## src/hdl/uart_pkg.sv

```systemverilog
// uart_pkg: register map, field positions, reset values and framing codes
// for the uart status/control block.
// assumes: a 32-bit classic wishbone slave at byte addresses, 40 MHz clock.
package uart_pkg;

	// buffer depth of both the transmit and the receive queue
	localparam int DEPTH = 4;

	// byte offsets of the registers
	localparam logic [7:0] ADR_STA  = 8'h00; // status and control
	localparam logic [7:0] ADR_TXD  = 8'h04; // transmit character
	localparam logic [7:0] ADR_RXD  = 8'h08; // receive character, pops
	localparam logic [7:0] ADR_IST  = 8'h0C; // sticky event status
	localparam logic [7:0] ADR_IMSK = 8'h10; // event mask
	localparam logic [7:0] ADR_CFG  = 8'h14; // baud divisor and framing

	// status and control field positions
	localparam int TXEN     = 10;
	localparam int TXBF     = 9;
	localparam int TX_EMPTY = 8;
	localparam int RXIS_H   = 7;
	localparam int RXIS_L   = 6;
	localparam int ADR_DET  = 5;
	localparam int RX_QUIET = 4;
	localparam int PAR_BAD  = 3;
	localparam int FRM_BAD  = 2;
	localparam int OVR      = 1;
	localparam int RXDA     = 0;

	// receive character word: data in 8:0, then error bits
	localparam int RXD_PAR_BAD = 9;
	localparam int RXD_FRM_BAD = 10;

	// configuration field positions
	localparam int CFG_NINE = 16;
	localparam int CFG_PAR  = 17;
	localparam int CFG_ODD  = 18;

	// event bits of the sticky status and mask registers
	localparam int IRQ_W   = 3;
	localparam int IRQ_RX  = 0;
	localparam int IRQ_TX  = 1;
	localparam int IRQ_OVR = 2;

	// receive interrupt select codes
	localparam logic [1:0] RXIS_FULL  = 2'h3;
	localparam logic [1:0] RXIS_THREE = 2'h2;

	// reset baud: clock cycles per bit, derived from the rates
	localparam int CLK_HZ  = 40_000_000;
	localparam int BAUD_HZ = 115_200;
	localparam logic [15:0] DIV_RST = 16'(CLK_HZ / BAUD_HZ);

	// receive shifter states
	typedef enum logic [2:0] {
		RX_IDLE  = 3'b000,
		RX_START = 3'b001,
		RX_DATA  = 3'b010,
		RX_PAR   = 3'b011,
		RX_STOP  = 3'b100
	} rx_state_t;

endpackage : uart_pkg

```

## src/hdl/uart_rx_shift.sv

```systemverilog
// uart_rx_shift: receive shift register, samples the line mid-bit.
// assumes: rxd_i already synchronous to clk_i; div_i >= 2.
`timescale 1ns/10ps
module uart_rx_shift (
	// clock and reset
	input  wire logic        clk_i,
	input  wire logic        rst_n_i,
	// line and framing setup
	input  wire logic        rxd_i,
	input  wire logic [15:0] div_i,
	input  wire logic        nine_i,
	input  wire logic        par_en_i,
	input  wire logic        par_odd_i,
	input  wire logic        flush_i,
	// received character
	output logic             done_o,
	output logic [8:0]       data_o,
	output logic             par_bad_o,
	output logic             frm_bad_o,
	output logic             idle_o
);

	// whole state of the shifter
	typedef struct packed {
		uart_pkg::rx_state_t st;   // frame position
		logic [15:0]         tick; // cycles to next sample
		logic [3:0]          idx;  // data bit index
		logic [8:0]          sh;   // assembled character
		logic                done; // one-cycle character strobe
		logic                par_bad; // parity mismatch
		logic                frm_bad; // stop bit low
	} rx_reg_t;

	rx_reg_t q;
	rx_reg_t n;

	// next state of the frame walk
	always_comb begin
		n = q;
		n.done = 1'b0;
		case (q.st)
			uart_pkg::RX_IDLE: begin
				// half a bit first so later samples land mid-bit
				if (!rxd_i) begin
					n.st   = uart_pkg::RX_START;
					n.tick = {1'b0, div_i[15:1]};
					n.sh   = 9'h000;
					n.par_bad = 1'b0;
					n.frm_bad = 1'b0;
				end
			end
			uart_pkg::RX_START: begin
				if (q.tick == 16'h0000) begin
					// a glitch shorter than half a bit is dropped
					if (rxd_i) begin
						n.st = uart_pkg::RX_IDLE;
					end else begin
						n.st   = uart_pkg::RX_DATA;
						n.tick = div_i - 16'h0001;
						n.idx  = 4'h0;
					end
				end else begin
					n.tick = q.tick - 16'h0001;
				end
			end
			uart_pkg::RX_DATA: begin
				if (q.tick == 16'h0000) begin
					n.sh[q.idx] = rxd_i;
					n.tick      = div_i - 16'h0001;
					if (q.idx == (nine_i ? 4'h8 : 4'h7)) begin
						n.st = par_en_i ? uart_pkg::RX_PAR : uart_pkg::RX_STOP;
					end else begin
						n.idx = q.idx + 4'h1;
					end
				end else begin
					n.tick = q.tick - 16'h0001;
				end
			end
			uart_pkg::RX_PAR: begin
				if (q.tick == 16'h0000) begin
					n.par_bad = (^q.sh) ^ rxd_i ^ par_odd_i;
					n.tick = div_i - 16'h0001;
					n.st   = uart_pkg::RX_STOP;
				end else begin
					n.tick = q.tick - 16'h0001;
				end
			end
			uart_pkg::RX_STOP: begin
				if (q.tick == 16'h0000) begin
					n.done = 1'b1;
					n.frm_bad = !rxd_i;
					n.st   = uart_pkg::RX_IDLE;
				end else begin
					n.tick = q.tick - 16'h0001;
				end
			end
			default: begin
				n.st = uart_pkg::RX_IDLE;
			end
		endcase
		// overrun clear empties the shifter too
		if (flush_i) begin
			n.st   = uart_pkg::RX_IDLE;
			n.done = 1'b0;
		end
	end

	// state register
	always_ff @(posedge clk_i or negedge rst_n_i) begin
		if (!rst_n_i) begin
			q <= '0;
		end else begin
			q <= n;
		end
	end

	assign done_o = q.done;
	assign data_o = q.sh;
	assign par_bad_o = q.par_bad;
	assign frm_bad_o = q.frm_bad;
	assign idle_o = (q.st == uart_pkg::RX_IDLE);
endmodule : uart_rx_shift

```

## src/hdl/uart_sta_lower.sv

```systemverilog
// uart_sta_lower: uart with status/control register, 4-deep queues,
// wishbone register access and a single level interrupt.
// assumes: classic wishbone master, RXD_I synchronous to CLK_I.
//
// Decided for this implementation: the placing of the registers and the Wishbone slave port.
`timescale 1ns/10ps
module uart_sta_lower #(
	parameter int DEPTH = uart_pkg::DEPTH // queue depth, both ways
) (
	// clock and reset
	input  wire logic        CLK_I,
	input  wire logic        RST_N_I,
	// wishbone slave
	input  wire logic        CYC_I,
	input  wire logic        STB_I,
	input  wire logic        WE_I,
	input  wire logic [7:0]  ADR_I,
	input  wire logic [3:0]  SEL_I,
	input  wire logic [31:0] DAT_I,
	output logic      [31:0] DAT_O,
	output logic             ACK_O,
	// serial line
	input  wire logic        RXD_I,
	output logic             TXD_O,
	output logic             TX_OE_O,
	// interrupt
	output logic             IRQ_O
);

	localparam int PW = $clog2(DEPTH);     // pointer width
	localparam int CW = $clog2(DEPTH + 1); // count width
	localparam logic [CW-1:0] FULL = CW'(DEPTH);
	localparam logic [CW-1:0] ONE  = CW'(1);

	// whole block state
	typedef struct packed {
		logic                        ack;     // bus answer
		logic [31:0]                 dat;     // bus read data
		logic                        tx_en;   // transmit enable
		logic [1:0]                  rx_isel; // receive irq select
		logic                        adr_det; // address detect
		logic                        ovr;     // overrun
		logic [15:0]                 div;     // cycles per bit
		logic                        nine;    // nine data bits
		logic                        par_en;  // parity bit present
		logic                        par_odd; // odd parity
		logic [DEPTH-1:0][8:0]       tx_mem;  // transmit queue
		logic [PW-1:0]               tx_rp;
		logic [PW-1:0]               tx_wp;
		logic [CW-1:0]               tx_cnt;
		logic                        tx_busy; // shifter loaded
		logic [11:0]                 tx_fr;   // frame, lsb on line
		logic [3:0]                  tx_left; // bits left before stop
		logic [15:0]                 tx_tick; // cycles left in bit
		logic [DEPTH-1:0][10:0]      rx_mem;  // framing_error_flag, parity_error_flag, data
		logic [PW-1:0]               rx_rp;
		logic [PW-1:0]               rx_wp;
		logic [CW-1:0]               rx_cnt;
		logic                        rx_flush; // empties shifter
		logic                        txd;      // line level
		logic                        tx_oe;    // pin owned by uart
		logic [uart_pkg::IRQ_W-1:0]  ist;      // sticky events
		logic [uart_pkg::IRQ_W-1:0]  imsk;     // event mask
		logic                        irq;
	} state_t;

	state_t q;
	state_t n;

	// receive shifter outputs
	logic       rx_done;
	logic [8:0] rx_data;
	logic       rx_par_bad;
	logic       rx_frm_bad;
	logic       rx_idle;
	// decoded events of this cycle
	logic       bus_go;   // new request seen
	logic       clr_ovr;  // overrun one to zero by software
	logic       rx_take;  // character eligible for the buffer
	logic [15:0] sta;     // status/control read view

	// build the line frame: start, data, optional parity, stop ones
	function automatic logic [11:0] frame_f(input logic [8:0] d,
		input logic nine, input logic pen, input logic odd);
		logic [11:0] f;
		f    = 12'hFFF;
		f[0] = 1'b0;
		for (int i = 0; i < 9; i++) begin
			if (i < 8 || nine) begin
				f[i+1] = d[i];
			end
		end
		if (pen) begin
			f[nine ? 10 : 9] = (^(nine ? d : {1'b0, d[7:0]})) ^ odd;
		end
		return f;
	endfunction : frame_f

	uart_rx_shift u_rx (
		.clk_i     (CLK_I),
		.rst_n_i   (RST_N_I),
		.rxd_i     (RXD_I),
		.div_i     (q.div),
		.nine_i    (q.nine),
		.par_en_i  (q.par_en),
		.par_odd_i (q.par_odd),
		.flush_i   (q.rx_flush),
		.done_o    (rx_done),
		.data_o    (rx_data),
		.par_bad_o (rx_par_bad),
		.frm_bad_o (rx_frm_bad),
		.idle_o    (rx_idle)
	);

	// status view; error flags belong to the oldest buffered character
	always_comb begin
		sta = 16'h0000;
		sta[uart_pkg::TXEN] = q.tx_en;
		sta[uart_pkg::TXBF] = (q.tx_cnt == FULL);
		sta[uart_pkg::TX_EMPTY] = !q.tx_busy && (q.tx_cnt == '0);
		sta[uart_pkg::RXIS_H:uart_pkg::RXIS_L] = q.rx_isel;
		sta[uart_pkg::ADR_DET] = q.adr_det;
		sta[uart_pkg::RX_QUIET] = rx_idle;
		sta[uart_pkg::PAR_BAD] = (q.rx_cnt != '0) &&
			q.rx_mem[q.rx_rp][uart_pkg::RXD_PAR_BAD];
		sta[uart_pkg::FRM_BAD] = (q.rx_cnt != '0) &&
			q.rx_mem[q.rx_rp][uart_pkg::RXD_FRM_BAD];
		sta[uart_pkg::OVR] = q.ovr;
		sta[uart_pkg::RXDA] = (q.rx_cnt != '0);
	end

	assign bus_go  = CYC_I && STB_I && !q.ack;
	// in address detect mode with nine data bits only characters with bit 8 set count
	assign rx_take = rx_done && !q.rx_flush &&
		!(q.adr_det && q.nine && !rx_data[8]);

	// next state: bus access, transmit, receive, events
	always_comb begin
		n          = q;
		n.ack      = 1'b0;
		n.rx_flush = 1'b0;
		clr_ovr    = 1'b0;

		// transmit shifter walks the loaded frame
		if (q.tx_busy) begin
			if (q.tx_tick == 16'h0000) begin
				if (q.tx_left == 4'h1) begin
					n.tx_busy = 1'b0;
					n.txd     = 1'b1;
				end else begin
					n.tx_fr   = {1'b1, q.tx_fr[11:1]};
					n.txd     = q.tx_fr[1];
					n.tx_left = q.tx_left - 4'h1;
					n.tx_tick = q.div - 16'h0001;
				end
			end else begin
				n.tx_tick = q.tx_tick - 16'h0001;
			end
		end else if (q.tx_en && q.tx_cnt != '0) begin
			// next queued character moves into the shifter
			n.tx_fr   = frame_f(q.tx_mem[q.tx_rp], q.nine, q.par_en,
				q.par_odd);
			n.txd     = n.tx_fr[0];
			n.tx_left = 4'(q.nine ? 11 : 10) - {3'h0, !q.par_en};
			n.tx_tick = q.div - 16'h0001;
			n.tx_busy = 1'b1;
			n.tx_rp   = q.tx_rp + PW'(1);
			n.tx_cnt  = q.tx_cnt - ONE;
		end

		// register access, one answer per request
		if (bus_go) begin
			n.ack = 1'b1;
			n.dat = 32'h0000_0000;
			if (ADR_I == uart_pkg::ADR_STA) begin
				n.dat = {16'h0000, sta};
				if (WE_I && SEL_I[1]) begin
					n.tx_en = DAT_I[uart_pkg::TXEN];
				end
				if (WE_I && SEL_I[0]) begin
					n.rx_isel = DAT_I[uart_pkg::RXIS_H:uart_pkg::RXIS_L];
					n.adr_det = DAT_I[uart_pkg::ADR_DET];
					clr_ovr   = q.ovr && !DAT_I[uart_pkg::OVR];
				end
			end else if (ADR_I == uart_pkg::ADR_TXD) begin
				// a write to a full queue is dropped
				if (WE_I && SEL_I[0] && q.tx_en && n.tx_cnt != FULL) begin
					n.tx_mem[q.tx_wp] = DAT_I[8:0];
					n.tx_wp  = q.tx_wp + PW'(1);
					n.tx_cnt = n.tx_cnt + ONE;
				end
			end else if (ADR_I == uart_pkg::ADR_RXD) begin
				// reading takes the oldest character out
				if (!WE_I && q.rx_cnt != '0) begin
					n.dat    = {21'h00_0000, q.rx_mem[q.rx_rp]};
					n.rx_rp  = q.rx_rp + PW'(1);
					n.rx_cnt = q.rx_cnt - ONE;
				end
			end else if (ADR_I == uart_pkg::ADR_IST) begin
				n.dat = {29'h0000_0000, q.ist};
				if (WE_I && SEL_I[0]) begin
					n.ist = q.ist & ~DAT_I[uart_pkg::IRQ_W-1:0];
				end
			end else if (ADR_I == uart_pkg::ADR_IMSK) begin
				n.dat = {29'h0000_0000, q.imsk};
				if (WE_I && SEL_I[0]) begin
					n.imsk = DAT_I[uart_pkg::IRQ_W-1:0];
				end
			end else if (ADR_I == uart_pkg::ADR_CFG) begin
				n.dat = {13'h0000, q.par_odd, q.par_en, q.nine, q.div};
				if (WE_I && SEL_I[0]) begin
					n.div[7:0] = DAT_I[7:0];
				end
				if (WE_I && SEL_I[1]) begin
					n.div[15:8] = DAT_I[15:8];
				end
				if (WE_I && SEL_I[2]) begin
					n.nine    = DAT_I[uart_pkg::CFG_NINE];
					n.par_en  = DAT_I[uart_pkg::CFG_PAR];
					n.par_odd = DAT_I[uart_pkg::CFG_ODD];
				end
			end
			// unmapped offsets answer zero and ignore writes
		end

		// transmit disabled: abort, empty queue, give pin back
		if (!n.tx_en) begin
			n.tx_busy = 1'b0;
			n.tx_cnt  = '0;
			n.tx_rp   = '0;
			n.tx_wp   = '0;
			n.txd     = 1'b1;
		end
		n.tx_oe = n.tx_en;
		// last frame finished with nothing queued
		if (q.tx_busy && !n.tx_busy && n.tx_cnt == '0 && n.tx_en) begin
			n.ist[uart_pkg::IRQ_TX] = 1'b1;
		end

		// receive side; the clear empties buffer and shifter, so a
		// character of that same cycle is dropped with the shifter
		if (clr_ovr) begin
			n.ovr      = 1'b0;
			n.rx_cnt   = '0;
			n.rx_rp    = '0;
			n.rx_wp    = '0;
			n.rx_flush = 1'b1;
		end else if (rx_take && !q.ovr) begin
			if (n.rx_cnt == FULL) begin
				n.ovr = 1'b1;
				n.ist[uart_pkg::IRQ_OVR] = 1'b1;
			end else begin
				n.rx_mem[q.rx_wp] = {rx_frm_bad, rx_par_bad, rx_data};
				n.rx_wp  = q.rx_wp + PW'(1);
				n.rx_cnt = n.rx_cnt + ONE;
				case (q.rx_isel)
					uart_pkg::RXIS_FULL: begin
						if (n.rx_cnt == FULL) begin
							n.ist[uart_pkg::IRQ_RX] = 1'b1;
						end
					end
					uart_pkg::RXIS_THREE: begin
						if (n.rx_cnt == CW'(3)) begin
							n.ist[uart_pkg::IRQ_RX] = 1'b1;
						end
					end
					default: begin
						n.ist[uart_pkg::IRQ_RX] = 1'b1;
					end
				endcase
			end
		end

		// level interrupt from any unmasked sticky event
		n.irq = |(n.ist & n.imsk);
	end

	// one register for the whole state
	always_ff @(posedge CLK_I or negedge RST_N_I) begin
		if (!RST_N_I) begin
			q      <= '0;
			q.div  <= uart_pkg::DIV_RST;
			q.txd  <= 1'b1;
		end else begin
			q <= n;
		end
	end

	// outputs straight from flip-flops
	assign DAT_O   = q.dat;
	assign ACK_O   = q.ack;
	assign TXD_O   = q.txd;
	assign TX_OE_O = q.tx_oe;
	assign IRQ_O   = q.irq;
endmodule : uart_sta_lower

```

## config.mk

```make
export PLATFORM = sky130hd
export DESIGN_NAME = uart_sta_lower
export DESIGN_NICKNAME = d
export VERILOG_FILES = /design/src/hdl/uart_pkg.sv /design/src/hdl/uart_rx_shift.sv /design/src/hdl/uart_sta_lower.sv
export SDC_FILE = /design/constraint.sdc
export NUM_CORES = 1
export LEC_CHECK = 0
export BUFFER_PORTS_ARGS = -buffer_cell sky130_fd_sc_hd__buf_2
export CAP_MARGIN = 20
export CORE_ASPECT_RATIO = 1.2
export CORE_MARGIN = 2
export CORE_UTILIZATION = 45
export CTS_BUF_LIST = sky130_fd_sc_hd__clkbuf_8
export CTS_CLUSTER_DIAMETER = 150
export CTS_CLUSTER_SIZE = 8
export DETAILED_ROUTE_END_ITERATION = 12
export REMOVE_ABC_BUFFERS = 1
export SLEW_MARGIN = 0
export SYNTH_ARGS = -nofsm -noshare
export SYNTH_HDL_FRONTEND = slang
export SYNTH_HIERARCHICAL = 1
export SYNTH_SLANG_ARGS = --single-unit
```

## constraint.sdc

```tcl
create_clock -name CLK_I -period 8.8 [get_ports CLK_I]
set_clock_uncertainty 0.1 [all_clocks]
set_input_delay 0.44 -clock CLK_I [delete_from_list [all_inputs] [get_ports CLK_I]]
set_output_delay 0.44 -clock CLK_I [all_outputs]
set_load 0.1 [all_outputs]
```

==> key figures <==
Status
  – Status: completed

STA
  – Min cycle time layout: 3.88 ns
  – Hold slack: 0.0557 ns
  – RSZ-0062 raised after global routing: false
  – Crit share post-route: 44.1%
  – Worst slew margin: 27.0%
  – Slew of the pin with the lowest slew margin: 1.09 ns
  – F_max: 0.258 GHz
  – Hold Vio Cnt, Final: 0
  – Final setup fails: 0
  – Post-route setup TNS: 0 ns
  – Slew Viols, Final: 0
  – Setup ws final: 4.92 ns

Worst setup path
  – Crit path DAT: 4.25 ns
  – CP Capture Type: flop
  – Critical Path RT: 9.17 ns
  – Setup CP Type: flop to flop
  – Largest fanout on the critical path: 6
  – Startpoint types: flop

Floorplanning
  – Overall die area: 28400 sq um
  – Core Region: 26400 sq um
  – Die W: 154 um
  – Top-Level Pins: 86
  – Starting density of the core: 46.0%
  – Vert. Die Dim: 184 um
  – Floorplan row count: 65

Hold path
  – Hold crit path type: input port to flop

CTS
  – Clk buf depth: 3
  – Post-cts repair resize count: 0
  – Postcts setup bufs: 0
  – # clock sinks: 214
  – Skew-Pair Late Insertion Delay: 0.59 ns
  – Post-CTS Hold Fix Bufs: 10
  – Total CTS buffers: 30
  – CTS HTree Levels: 1
  – CTS tree: done
  – Clock root buffer: clkbuf_8
  – Clock-pin slew on the worst setup and hold paths: 0.07 ns

Routing
  – Antenna Nets Post-Route: 0
  – DRT Pass-1 Iters: 5
  – Detailed Route WL: 31300 um
  – Via count: 9086
  – # DRC: 0
  – 1st-iter DRT viols: 614
  – Routed WL per cell: 20.0 um
  – Vias per inst: 5.82

Job
  – Max cap viols: 0

Yosys
  – Ys Warns: 6
  – Avg Cell Area, Syn: 10.4 sq um
  – Synth top area cells: dfrtp_1, mux2_2, mux4_2
  – Area of the mapped netlist: 12200 sq um
  – Synthesized instance count: 1171
  – Register area share after synthesis: 44.1%
  – Most used DFF post-synth: dfrtp_1
  – Synth async-reset ratio: 100%
  – EDFF count, synth: 0
  – Synth top area share: 42.6%
  – Register bit total from synthesis: 214
  – Yosys top cell by area: dfrtp_1
  – Yosys cell types: 80

Finish
  – Most frequent cells in the layout: dfrtp_1, nand2_1, mux2_2
  – Commonest non-fill, non-tap cell in the layout: dfrtp_1
  – Nets: 1281
  – Cell Count, Final, Fillers Out: 1562
  – Final instance area: 13100 sq um
  – Final core utilization: 49.6%
  – P&R area growth vs syn: 7.83%
  – Number of antenna diodes: 0
  – Share of cells above drive strength 1: 21.6%

Power and ir drop
  – Peak VDD IR: 108 uV
  – Power per Cell Area: 136 nW/um^2
  – Leakage: 6.14 nW
  – Switching share of power: 25.7%
  – Gate power share: 4.9%
  – Psw: 0.459 mW
  – Total power: 1.79 mW
  – Internal power: 1.33 mW
  – Clock power frac: 39.6%
  – Seq pwr share: 55.5%

Placed design
  – Buffers on Ports: 58
  – DP Area: 12500 sq um
  – HPWL after DPL: 21600 um
  – GPL Wtd Cong: 0.875
  – DP Worst Slack: 4.92 ns
  – DP Cell Count: 1496

Global routing
  – Pin count of the biggest net entering global routing: 143
  – First-pass GRT wire length: 50300 um
  – Vias in the first global route: 9112
  – Total track usage: 22.4%
  – Initial antenna violation count: 0
  – Total gr overflow: 0
[Yosys cell counts, types with 10 or more instances]
cell and n:
a21oi_1 51, a221o_1 10, a22o_1 26, a22oi_1 13
a31oi_1 12, buf_2 15, buf_4 42, clkbuf_1 28
dfrtp_1 207, ha_1 27, inv_1 44, mux2_2 109
mux4_2 20, nand2_1 111, nand3_1 29, nor2_1 73
nor3_1 30, nor4_1 14, o211ai_1 10, o21ai_0 65
o22ai_1 13, xnor2_1 37, xor2_1 28
[worst max-delay path, stage by stage (launching register included)]
cell and delay, ns:
dfrtp_1 0.45, inv_1 0.10, ha_1 0.20, nor2b_1 0.15
nor4_1 0.49, nand2_1 0.21, o21ai_0 0.34, ha_1 0.26
xor2_1 0.28, xnor2_1 0.12, and4_1 0.21, a21oi_1 0.14
o221ai_1 0.14, a22o_1 0.27, a221o_1 0.30
[final timing paths]
kind                                to  slack (ns)       from  cells past startpoint
worst max register to register   IRQ_O        4.92      q[10]                     14
worst min register to register   q[92]        0.37      q[92]                      1
min in group asynchronous        q[14]        0.50    RST_N_I                      2
max in group asynchronous       q[155]        6.57    RST_N_I                      3
worst max-delay path             IRQ_O        4.92      q[10]                     14
worst min-delay path            q[150]        0.06  DAT_I[10]                      2
[registers in the layout, indices dropped and copies added (netlist names)]
| name | count |
|---|---|
| u_rx/done_o | 1 |
| u_rx/frm_bad_o | 1 |
| IRQ_O | 1 |
| TX_OE_O | 1 |
| u_rx/q | 23 |
| u_rx/data_o | 9 |
| DAT_O | 19 |
| ACK_O | 1 |
| q | 156 |
| u_rx/par_bad_o | 1 |
| TXD_O | 1 |
[per-layer routing]
layer	GRT usage, %	wire (um)
met1	30.0	14100
met2	37.9	15000
met3	3.01	1380
met4	7.14	841
met5	0	0
[cell type report]
class | count | area [sq um]
fill | 2413 | 13300
clock buffer | 31 | 427
clock inverter | 24 | 103
timing repair buffer | 81 | 498
tap | 335 | 419
multi-input combinational | 833 | 6140
inverter | 44 | 165
sequential | 214 | 5360
[cells by family after synthesis]
group	after synthesis	share of synthesized area (%)
multiplexers	136	14.4
adder cells (fa/ha/maj)	27	2.78
AND/OR/NAND/NOR	338	13.8
flip-flops	214	44.1
buffers and inverters	136	5.89
other	1	0.0308
AO/OA/AOI/OAI	253	14.2
XOR/XNOR	66	4.87
[power groups by stage]
stage,registers (mW),logic [mW],clock network [mW]
2_1_floorplan,1.01,0.0390,0
3_3_place_gp,1.01,0.0854,0
3_5_place_dp,1.01,0.0854,0
4_1_cts,0.992,0.0891,0.736
5_1_grt,0.992,0.0955,0.781
6_report,0.992,0.0874,0.709
Note: power is estimated with default switching activity, not from simulation.
